## src/inc/icc_defines.vh

```
// constants for the input capture control block: offsets, fields, resets, codes
// assumes a 32-bit AXI4-Lite register bus, one aligned word per register
//
// Contract
// stop-in-idle set halts channel during idle
// timebase select picks captured counter source
// captures per interrupt: one to four
// overflow flag set on capture overflow
// buffer-not-empty reads one while data waits
// unimplemented control bits read zero, ignore writes
// software routes input pin before use
// mode field selects edge and prescale behaviour
`ifndef ICC_DEFINES_VH
`define ICC_DEFINES_VH
`define ICC_OFF_CTRL 4'h0
`define ICC_OFF_BUF 4'h4
`define ICC_OFF_STAT 4'h8
`define ICC_OFF_MASK 4'hC
`define ICC_CTRL_RESET 16'h0000
`define ICC_CTRL_WMASK 16'h3C67
`define ICC_BIT_SIDL 13
`define ICC_TSEL_HI 12
`define ICC_TSEL_LO 10
`define ICC_CPI_HI 6
`define ICC_CPI_LO 5
`define ICC_BIT_OV 4
`define ICC_BIT_BNE 3
`define ICC_MODE_HI 2
`define ICC_MODE_LO 0
`define ICC_TSEL_SYS 3'h7
`define ICC_TSEL_RSV6 3'h6
`define ICC_TSEL_RSV5 3'h5
`define ICC_TSEL_T1 3'h4
`define ICC_TSEL_T5 3'h3
`define ICC_TSEL_T4 3'h2
`define ICC_TSEL_T2 3'h1
`define ICC_TSEL_T3 3'h0
`define ICC_MODE_OFF 3'h0
`define ICC_MODE_EVERY 3'h1
`define ICC_MODE_FALL 3'h2
`define ICC_MODE_RISE 3'h3
`define ICC_MODE_PRE4 3'h4
`define ICC_MODE_PRE16 3'h5
`define ICC_MODE_UNUSED 3'h6
`define ICC_MODE_WAKE 3'h7
`define ICC_PRE4_LAST 2'h3
`define ICC_PRE16_LAST 4'hF
`define ICC_ST_CAPT 0
`define ICC_ST_OVF 1
`define ICC_ST_WAKE 2
`define ICC_RESP_OKAY 2'h0
`define ICC_RESP_SLVERR 2'h2
`endif

```

## src/design/icc_capture_ctrl.v

```verilog
// input capture channel: control register, edge detect, prescaler, fifo, interrupts
// assumes timer values arrive synchronous to clk; the pin is asynchronous
`timescale 1ns/100ps
`include "icc_defines.vh"
module icc_capture_ctrl #(
  parameter TW = 16,
  parameter DEPTH = 4
) (
  input wire clk,
  input wire rstn,
  input wire [31:0] s_axi_awaddr,
  input wire s_axi_awvalid,
  output reg s_axi_awready,
  input wire [31:0] s_axi_wdata,
  input wire [3:0] s_axi_wstrb,
  input wire s_axi_wvalid,
  output reg s_axi_wready,
  output reg [1:0] s_axi_bresp,
  output reg s_axi_bvalid,
  input wire s_axi_bready,
  input wire [31:0] s_axi_araddr,
  input wire s_axi_arvalid,
  output reg s_axi_arready,
  output reg [31:0] s_axi_rdata,
  output reg [1:0] s_axi_rresp,
  output reg s_axi_rvalid,
  input wire s_axi_rready,
  input wire capture_input_pin,
  input wire cpuIdle,
  input wire cpuSleep,
  input wire [TW-1:0] timer1Val,
  input wire [TW-1:0] timer2Val,
  input wire [TW-1:0] timer3Val,
  input wire [TW-1:0] timer4Val,
  input wire [TW-1:0] timer5Val,
  input wire [TW-1:0] sysClkCount,
  output reg irq
);

////////////////////////////////////////////////////////////////////////////////
// state
reg [15:0] ctrl_r; // control word, writable fields only
reg [2:0] status_r; // sticky events: capture irq, overflow, wake
reg [2:0] mask_r; // interrupt enables, same layout
reg [2:0] pinSync_r; // three-stage pin synchroniser
reg pinLevel_r; // debounced level, second and third agree
reg [3:0] preCnt_r; // rising-edge prescaler
reg [1:0] cpiCnt_r; // captures since last interrupt
reg [TW-1:0] fifo_r [0:DEPTH-1]; // capture buffer
reg [1:0] wrPtr_r;
reg [1:0] rdPtr_r;
reg [2:0] count_r; // words held
reg ovf_r; // overflow flag
reg awHeld_r;
reg wHeld_r;
reg [3:0] awAddr_r;
reg [15:0] wData_r;
reg [1:0] wStrb_r;

wire [2:0] mode = ctrl_r[`ICC_MODE_HI:`ICC_MODE_LO];
wire [2:0] tsel = ctrl_r[`ICC_TSEL_HI:`ICC_TSEL_LO];
wire [1:0] capPerIrq = ctrl_r[`ICC_CPI_HI:`ICC_CPI_LO];
wire bufNotEmpty = (count_r != 3'h0);
wire halted = ctrl_r[`ICC_BIT_SIDL] & cpuIdle;

////////////////////////////////////////////////////////////////////////////////
// pin synchroniser; first stage feeds only the second
always @(posedge clk) begin
  if (!rstn) begin
    pinSync_r <= 3'h0;
    pinLevel_r <= 1'b0;
  end else begin
    pinSync_r <= {pinSync_r[1:0], capture_input_pin};
    // change counts once stages two and three agree
    if (pinSync_r[1] == pinSync_r[2]) begin
      pinLevel_r <= pinSync_r[2];
    end
  end
end

// edge detect against the filtered level
wire riseNow = (pinSync_r[1] == pinSync_r[2]) & pinSync_r[2] & ~pinLevel_r;
wire fallNow = (pinSync_r[1] == pinSync_r[2]) & ~pinSync_r[2] & pinLevel_r;

////////////////////////////////////////////////////////////////////////////////
// timebase mux; reserved codes capture zero
function [TW-1:0] pickTime;
  input [2:0] sel;
  begin
    case (sel)
      `ICC_TSEL_SYS: pickTime = sysClkCount;
      `ICC_TSEL_T1: pickTime = timer1Val;
      `ICC_TSEL_T5: pickTime = timer5Val;
      `ICC_TSEL_T4: pickTime = timer4Val;
      `ICC_TSEL_T2: pickTime = timer2Val;
      `ICC_TSEL_T3: pickTime = timer3Val;
      default: pickTime = {TW{1'b0}};
    endcase
  end
endfunction

////////////////////////////////////////////////////////////////////////////////
// capture event decode per mode
reg captEv;
reg wakeEv;
always @* begin
  captEv = 1'b0;
  wakeEv = 1'b0;
  if (!halted) begin
    case (mode)
      `ICC_MODE_EVERY: captEv = riseNow | fallNow;
      `ICC_MODE_FALL: captEv = fallNow;
      `ICC_MODE_RISE: captEv = riseNow;
      `ICC_MODE_PRE4: captEv = riseNow & (preCnt_r[1:0] == `ICC_PRE4_LAST);
      `ICC_MODE_PRE16: captEv = riseNow & (preCnt_r == `ICC_PRE16_LAST);
      // interrupt-pin use only while the cpu sleeps or idles
      `ICC_MODE_WAKE: wakeEv = riseNow & (cpuSleep | cpuIdle);
      default: captEv = 1'b0;
    endcase
  end
end

wire irqEv = captEv & (cpiCnt_r == capPerIrq);
// widen the count so the compare against the integer depth keeps every bit
wire fifoFull = ({29'h0, count_r} == DEPTH);
wire pushOk = captEv & ~fifoFull;

////////////////////////////////////////////////////////////////////////////////
// axi-lite handshake decode
wire awTake = s_axi_awvalid & s_axi_awready;
wire wTake = s_axi_wvalid & s_axi_wready;
wire doWrite = awHeld_r & wHeld_r & ~s_axi_bvalid;
wire arTake = s_axi_arvalid & s_axi_arready;
wire popBuf = arTake & (s_axi_araddr[3:0] == `ICC_OFF_BUF) & bufNotEmpty;
wire wrCtrl = doWrite & (awAddr_r == `ICC_OFF_CTRL);
wire wrStat = doWrite & (awAddr_r == `ICC_OFF_STAT);
wire wrMask = doWrite & (awAddr_r == `ICC_OFF_MASK);
wire [15:0] wMerged = {wStrb_r[1] ? wData_r[15:8] : ctrl_r[15:8],
  wStrb_r[0] ? wData_r[7:0] : ctrl_r[7:0]};

////////////////////////////////////////////////////////////////////////////////
// capture core: prescaler, interrupt divider, fifo, overflow
always @(posedge clk) begin
  if (!rstn) begin
    preCnt_r <= 4'h0;
    cpiCnt_r <= 2'h0;
    wrPtr_r <= 2'h0;
    rdPtr_r <= 2'h0;
    count_r <= 3'h0;
    ovf_r <= 1'b0;
  end else if (mode == `ICC_MODE_OFF || mode == `ICC_MODE_UNUSED) begin
    // disabling the module flushes buffer and overflow
    preCnt_r <= 4'h0;
    cpiCnt_r <= 2'h0;
    wrPtr_r <= 2'h0;
    rdPtr_r <= 2'h0;
    count_r <= 3'h0;
    ovf_r <= 1'b0;
  end else begin
    if (riseNow && !halted) begin
      preCnt_r <= preCnt_r + 4'h1;
    end
    if (captEv) begin
      cpiCnt_r <= (cpiCnt_r == capPerIrq) ? 2'h0 : cpiCnt_r + 2'h1;
    end
    if (pushOk) begin
      fifo_r[wrPtr_r] <= pickTime(tsel);
      wrPtr_r <= wrPtr_r + 2'h1;
    end
    if (captEv && fifoFull) begin
      ovf_r <= 1'b1;
    end else if (popBuf) begin
      ovf_r <= 1'b0; // reading frees room, overflow clears
    end
    if (popBuf) begin
      rdPtr_r <= rdPtr_r + 2'h1;
    end
    count_r <= count_r + {2'h0, pushOk} - {2'h0, popBuf};
  end
end

////////////////////////////////////////////////////////////////////////////////
// registers: control, status (w1c, set wins), mask
always @(posedge clk) begin
  if (!rstn) begin
    ctrl_r <= `ICC_CTRL_RESET;
    status_r <= 3'h0;
    mask_r <= 3'h0;
  end else begin
    if (wrCtrl) begin
      ctrl_r <= wMerged & `ICC_CTRL_WMASK;
    end
    if (wrMask) begin
      mask_r <= wData_r[2:0];
    end
    // clear first, then set so a same-cycle event survives
    status_r <= (status_r & ~(wrStat ? wData_r[2:0] : 3'h0))
      | {wakeEv, captEv & fifoFull, irqEv};
  end
end

////////////////////////////////////////////////////////////////////////////////
// write channel: address and data accepted in either order
always @(posedge clk) begin
  if (!rstn) begin
    s_axi_awready <= 1'b0;
    s_axi_wready <= 1'b0;
    s_axi_bvalid <= 1'b0;
    s_axi_bresp <= `ICC_RESP_OKAY;
    awHeld_r <= 1'b0;
    wHeld_r <= 1'b0;
    awAddr_r <= 4'h0;
    wData_r <= 16'h0000;
    wStrb_r <= 2'h0;
  end else begin
    s_axi_awready <= ~awHeld_r & ~awTake;
    s_axi_wready <= ~wHeld_r & ~wTake;
    if (awTake) begin
      awHeld_r <= 1'b1;
      awAddr_r <= s_axi_awaddr[3:0];
    end
    if (wTake) begin
      wHeld_r <= 1'b1;
      wData_r <= s_axi_wdata[15:0];
      wStrb_r <= s_axi_wstrb[1:0];
    end
    if (doWrite) begin
      s_axi_bvalid <= 1'b1;
      // buffer is read-only, counted as ok; unmapped gets slverr
      s_axi_bresp <= (awAddr_r[1:0] == 2'h0) ? `ICC_RESP_OKAY : `ICC_RESP_SLVERR;
      awHeld_r <= 1'b0;
      wHeld_r <= 1'b0;
    end else if (s_axi_bvalid && s_axi_bready) begin
      s_axi_bvalid <= 1'b0;
    end
  end
end

////////////////////////////////////////////////////////////////////////////////
// read channel; one read at a time, buffer read pops a word
always @(posedge clk) begin
  if (!rstn) begin
    s_axi_arready <= 1'b0;
    s_axi_rvalid <= 1'b0;
    s_axi_rdata <= 32'h00000000;
    s_axi_rresp <= `ICC_RESP_OKAY;
  end else begin
    s_axi_arready <= ~s_axi_rvalid & ~arTake;
    if (arTake) begin
      s_axi_rvalid <= 1'b1;
      s_axi_rresp <= `ICC_RESP_OKAY;
      case (s_axi_araddr[3:0])
        `ICC_OFF_CTRL: s_axi_rdata <= {16'h0000, ctrl_r[15:5], ovf_r, bufNotEmpty,
          ctrl_r[2:0]};
        `ICC_OFF_BUF: s_axi_rdata <= bufNotEmpty ?
          {{(32-TW){1'b0}}, fifo_r[rdPtr_r]} : 32'h00000000;
        `ICC_OFF_STAT: s_axi_rdata <= {29'h0, status_r};
        `ICC_OFF_MASK: s_axi_rdata <= {29'h0, mask_r};
        default: begin
          s_axi_rdata <= 32'h00000000;
          s_axi_rresp <= `ICC_RESP_SLVERR;
        end
      endcase
    end else if (s_axi_rvalid && s_axi_rready) begin
      s_axi_rvalid <= 1'b0;
    end
  end
end

////////////////////////////////////////////////////////////////////////////////
// level interrupt from registered status and mask
always @(posedge clk) begin
  if (!rstn) begin
    irq <= 1'b0;
  end else begin
    irq <= |(status_r & mask_r);
  end
end

endmodule // icc_capture_ctrl

```

## config.mk

```make
export PLATFORM = sky130hd
export DESIGN_NAME = icc_capture_ctrl
export DESIGN_NICKNAME = d
export VERILOG_FILES = /design/src/design/icc_capture_ctrl.v
export VERILOG_INCLUDE_DIRS = /design/src /design/src/inc
export SDC_FILE = /design/constraint.sdc
export NUM_CORES = 1
export LEC_CHECK = 0
export BUFFER_PORTS_ARGS = -buffer_cell sky130_fd_sc_hd__buf_4
export CORE_MARGIN = 1.5
export CORE_UTILIZATION = 46
export CTS_CLUSTER_DIAMETER = 50
export DETAILED_ROUTE_END_ITERATION = 10
export PLACE_DENSITY = 0.81
export SYNTH_ARGS = -nofsm -noshare
export SYNTH_HDL_FRONTEND = slang
export SYNTH_SLANG_ARGS = --single-unit
```

## constraint.sdc

```tcl
create_clock -name clk -period 2.89 [get_ports clk]
set_input_delay 0 -clock clk [delete_from_list [all_inputs] [get_ports clk]]
set_output_delay 0 -clock clk [all_outputs]
set_load 0.02 [all_outputs]
```

==> results by group <==
Die
  – Die height: roughly 120 µm
  – Horiz. Die Dim: roughly 120 µm
  – Number of placement rows: 43
  – Starting density of the core: 47.2%
  – Overall die area: 0.0150 mm²
  – Standard cell core area: ~0.014 mm²
  – I/O pins: 248

Global route
  – GR Util All Layers: 23.3%
  – Maximum number of pins on one net before global-route repair: between 60 and 70
  – Global-route wire length before repair: around 26 mm
  – Gr ovfl total: 0
  – Number of antenna violations at the first check in global routing: 0
  – Number of global-route vias before repair: roughly 5400

Detailed routing
  – Metal1 wirelength: 6.66 mm
  – Number of violations reported at the end of detailed-routing iteration 0: between 300 and 400
  – Routed length on met2: between 8 and 9 mm
  – Vias per std cell: approximately 5.6
  – DRC viols: 0
  – Number of detailed-routing iterations run before antenna repair: 5
  – Top Layer Used: met4
  – Length of routed met3 wiring: around 1.0 mm
  – Total length of routed wires: 16.8 mm
  – Residual antenna-violating net count after detailed routing: 0
  – Total via count in the routed design: between 5000 and 6000
  – Avg WL per Cell: ~18 µm

Logic synthesis
  – Most frequent cell after synthesis: sky130_fd_sc_hd__nand2_1
  – Gate Count Post-Synth: around 580
  – Largest cells by area after synthesis: sky130_fd_sc_hd__edfxtp_1 (29%), sky130_fd_sc_hd__dfxtp_1 (23%), sky130_fd_sc_hd__mux4_2 (5.8%), sky130_fd_sc_hd__nand2_1 (4.6%), sky130_fd_sc_hd__mux2i_1 (3.8%)
  – Top cells by instance count after synthesis: sky130_fd_sc_hd__nand2_1 (80), sky130_fd_sc_hd__dfxtp_1 (76), sky130_fd_sc_hd__edfxtp_1 (64), sky130_fd_sc_hd__nor2_1 (28), sky130_fd_sc_hd__a21oi_1 (26)
  – Count of flip-flops with a built-in enable after synthesis: 64
  – Most used flip-flop cell after synthesis: sky130_fd_sc_hd__dfxtp_1
  – Flip-flop and latch count after synthesis: 140
  – Proportion of synthesized chip area in sequential cells: between 50% and 60%
  – Async set-reset flop share out of synthesis: 0%
  – Post-synthesis cell type with the largest combined area: sky130_fd_sc_hd__edfxtp_1
  – Combined area of all synthesized cells: approximately 0.0066 mm²
  – Number of library cell types mapped by synthesis: 60
  – Number of warnings issued by yosys: 0
  – Area share of the largest cell type after synthesis: about 30%
  – Average footprint of a synthesized cell: about 11 µm²

Placed design
  – Number of instances in the placed design: around 900
  – Total half-perimeter wirelength after legalization and detailed placement: between 10 and 15 mm
  – Place WS: 104 ps
  – Count of buffers from port buffering: 148
  – GP Congestion: ~0.94

Pwr
  – Worst voltage drop across the vdd grid: around 440 µV
  – Power per standard cell area: approximately 540 mW/mm²
  – Total power: roughly 4.7 mW
  – Leak Pwr: between 3 and 4 nW

CTS
  – Clock root buffer master: sky130_fd_sc_hd__clkbuf_16
  – Maximum buffer depth of the clock tree: 2
  – Number of buffers added by the clock tree synthesis step: 17
  – Clock latency of the later-clocked register in the worst-skew pair: around 420 ps
  – Sink Count: 140
  – CTS tree: yes
  – Clk slew on worst S/H paths: 60 ps
  – Number of H-tree levels: 4

STA
  – Slew HR: between 40% and 50%
  – Aggregate negative setup slack: 0 ps
  – Worst clock skew: slightly above 9 ps
  – Number of pins with negative max-slew slack in the final report: 0
  – Hold Fails Final Rpt: 0
  – Post-route clock period utilization: around 96%
  – Setup Viol. Count Final: 0
  – PnR worst setup slack: between 100 and 150 ps
  – Worst Tran Pin Value: between 800 and 900 ps
  – Maximum clock frequency: around 360 MHz
  – Min Clock Period, post-route: approximately 2800 ps

Final layout
  – Area growth syn-to-layout: 32.9%
  – Layout Utilization: a little over three fifths
  – ANT cells: 0
  – Net total in the final layout: roughly 980
  – Post-layout instance count excluding filler cells: 952
  – Share of layout cells above drive strength 1: a little under a third

Min path
  – Number of cells traversed by the worst hold path: 4
  – Class of the tightest hold or removal check: primary input to flip-flop

Status
  – Result of the run: completed

Run
  – Maximum capacitance violations: 0

Critical path
  – Endpoint arrival time on the critical path: slightly above 3000 ps
  – Classification of the worst setup path: flip-flop to flip-flop
  – Worst setup EP type: flip-flop
  – Length in cells of the worst reg-to-reg path: 12
  – Worst path required time: roughly 3200 ps
  – Register-to-register setup slack: 110 ps
  – Maximum fanout count along the critical path: 3
  – Critical Path Start Type: flip-flop
==> stage by stage <==
stage	instance area, µm²	hold slack, ps
3_3_place_gp	7820	218
6_report	8740	13.9
2_1_floorplan	6640	127
5_1_grt	8740	15.3
4_1_cts	8710	2.67
3_5_place_dp	7820	222
==> final timing paths <==
path / startpoint / end
setup reg to reg: pinSync_r[1] / count_r[2]
hold / removal: cpuSleep / status_r[2]
setup / recovery: pinSync_r[1] / count_r[2]
hold reg to reg: pinSync_r[0] / pinSync_r[1]
==> sequential cells by signal, summed over array words and instances, names as in the netlist, 4 cells and up, named ones only <==
register and cells:
fifo_r 64, preCnt_r 4, awAddr_r 4, wData_r 9
s_axi_rdata 16, ctrl_r 9
==> where the power goes <==
part / total (mW) / leakage, nW / internal, mW / switching (mW)
Clock: 2.24 / 0.299 / 1.37 / 0.864
Combinational: 0.335 / 1.84 / 0.185 / 0.150
Sequential: 2.11 / 1.19 / 2.09 / 0.0183
==> kinds of logic after synthesis <==
| group | synth area share [%] |
|---|---|
| simple gates | 14.0 |
| flops | 52.4 |
| compound gates | 12.8 |
| buf+inv | 5.10 |
| mux | 12.2 |
| xor+xnor | 1.46 |
| fa+ha+maj | 2.02 |
| other cells | 0.0570 |
==> worst max-delay path, cell delays in order, from the launching register on <==
cell and delay, ps:
sky130_fd_sc_hd__dfxtp_1 350, sky130_fd_sc_hd__ha_2 200, sky130_fd_sc_hd__nand4bb_1 140, sky130_fd_sc_hd__a221o_1 420, sky130_fd_sc_hd__nor3_4 220, sky130_fd_sc_hd__inv_1 60
sky130_fd_sc_hd__ha_1 280, sky130_fd_sc_hd__inv_1 50, sky130_fd_sc_hd__ha_1 180, sky130_fd_sc_hd__fa_1 410, sky130_fd_sc_hd__xnor2_2 170, sky130_fd_sc_hd__xnor2_1 150
sky130_fd_sc_hd__nor2_1 50
==> final cells by class <==
type                       instances  area [µm²]
clock buffer                      17         425
clock inverter                    15         188
fill                            1042        5200
inverter                          11        41.3
multi-input combinational        393        2870
sequential                       140        3450
tap                              180         225
timing repair buffer             196        1540
==> metal layers <==
layer | track usage, % | vias to the layer above
met1 | 27.1 | 2534
met2 | 39.7 | 274
li1 | - | 2449
met4 | 14.0 | 0
met3 | 4.93 | 41
met5 | 0 | -
==> cell usage in the layout (no fill, tap or decap), types with 10 or more instances in the layout <==
master and n:
sky130_fd_sc_hd__nor2b_1 10, sky130_fd_sc_hd__a21oi_1 26, sky130_fd_sc_hd__dfxtp_1 74, sky130_fd_sc_hd__a21boi_0 20, sky130_fd_sc_hd__conb_1 18, sky130_fd_sc_hd__nand3_1 17
sky130_fd_sc_hd__clkbuf_16 17, sky130_fd_sc_hd__inv_1 11, sky130_fd_sc_hd__a221oi_1 15, sky130_fd_sc_hd__mux2_2 15, sky130_fd_sc_hd__mux4_2 17, sky130_fd_sc_hd__dlygate4sd3_1 28
sky130_fd_sc_hd__and2_1 13, sky130_fd_sc_hd__nand2_1 80, sky130_fd_sc_hd__buf_4 168, sky130_fd_sc_hd__nor2_1 28, sky130_fd_sc_hd__mux2i_1 25, sky130_fd_sc_hd__a22oi_1 16
sky130_fd_sc_hd__edfxtp_1 64
==> what timing repair did <==
action,4_1_cts,5_1_grt
endpoints found under the hold margin,32,0
setup endpoints to repair,0,1
gates resized for setup,0,4
hold buffers,28,0
setup buffers,0,2
Note: power is estimated with default switching activity, not from simulation.
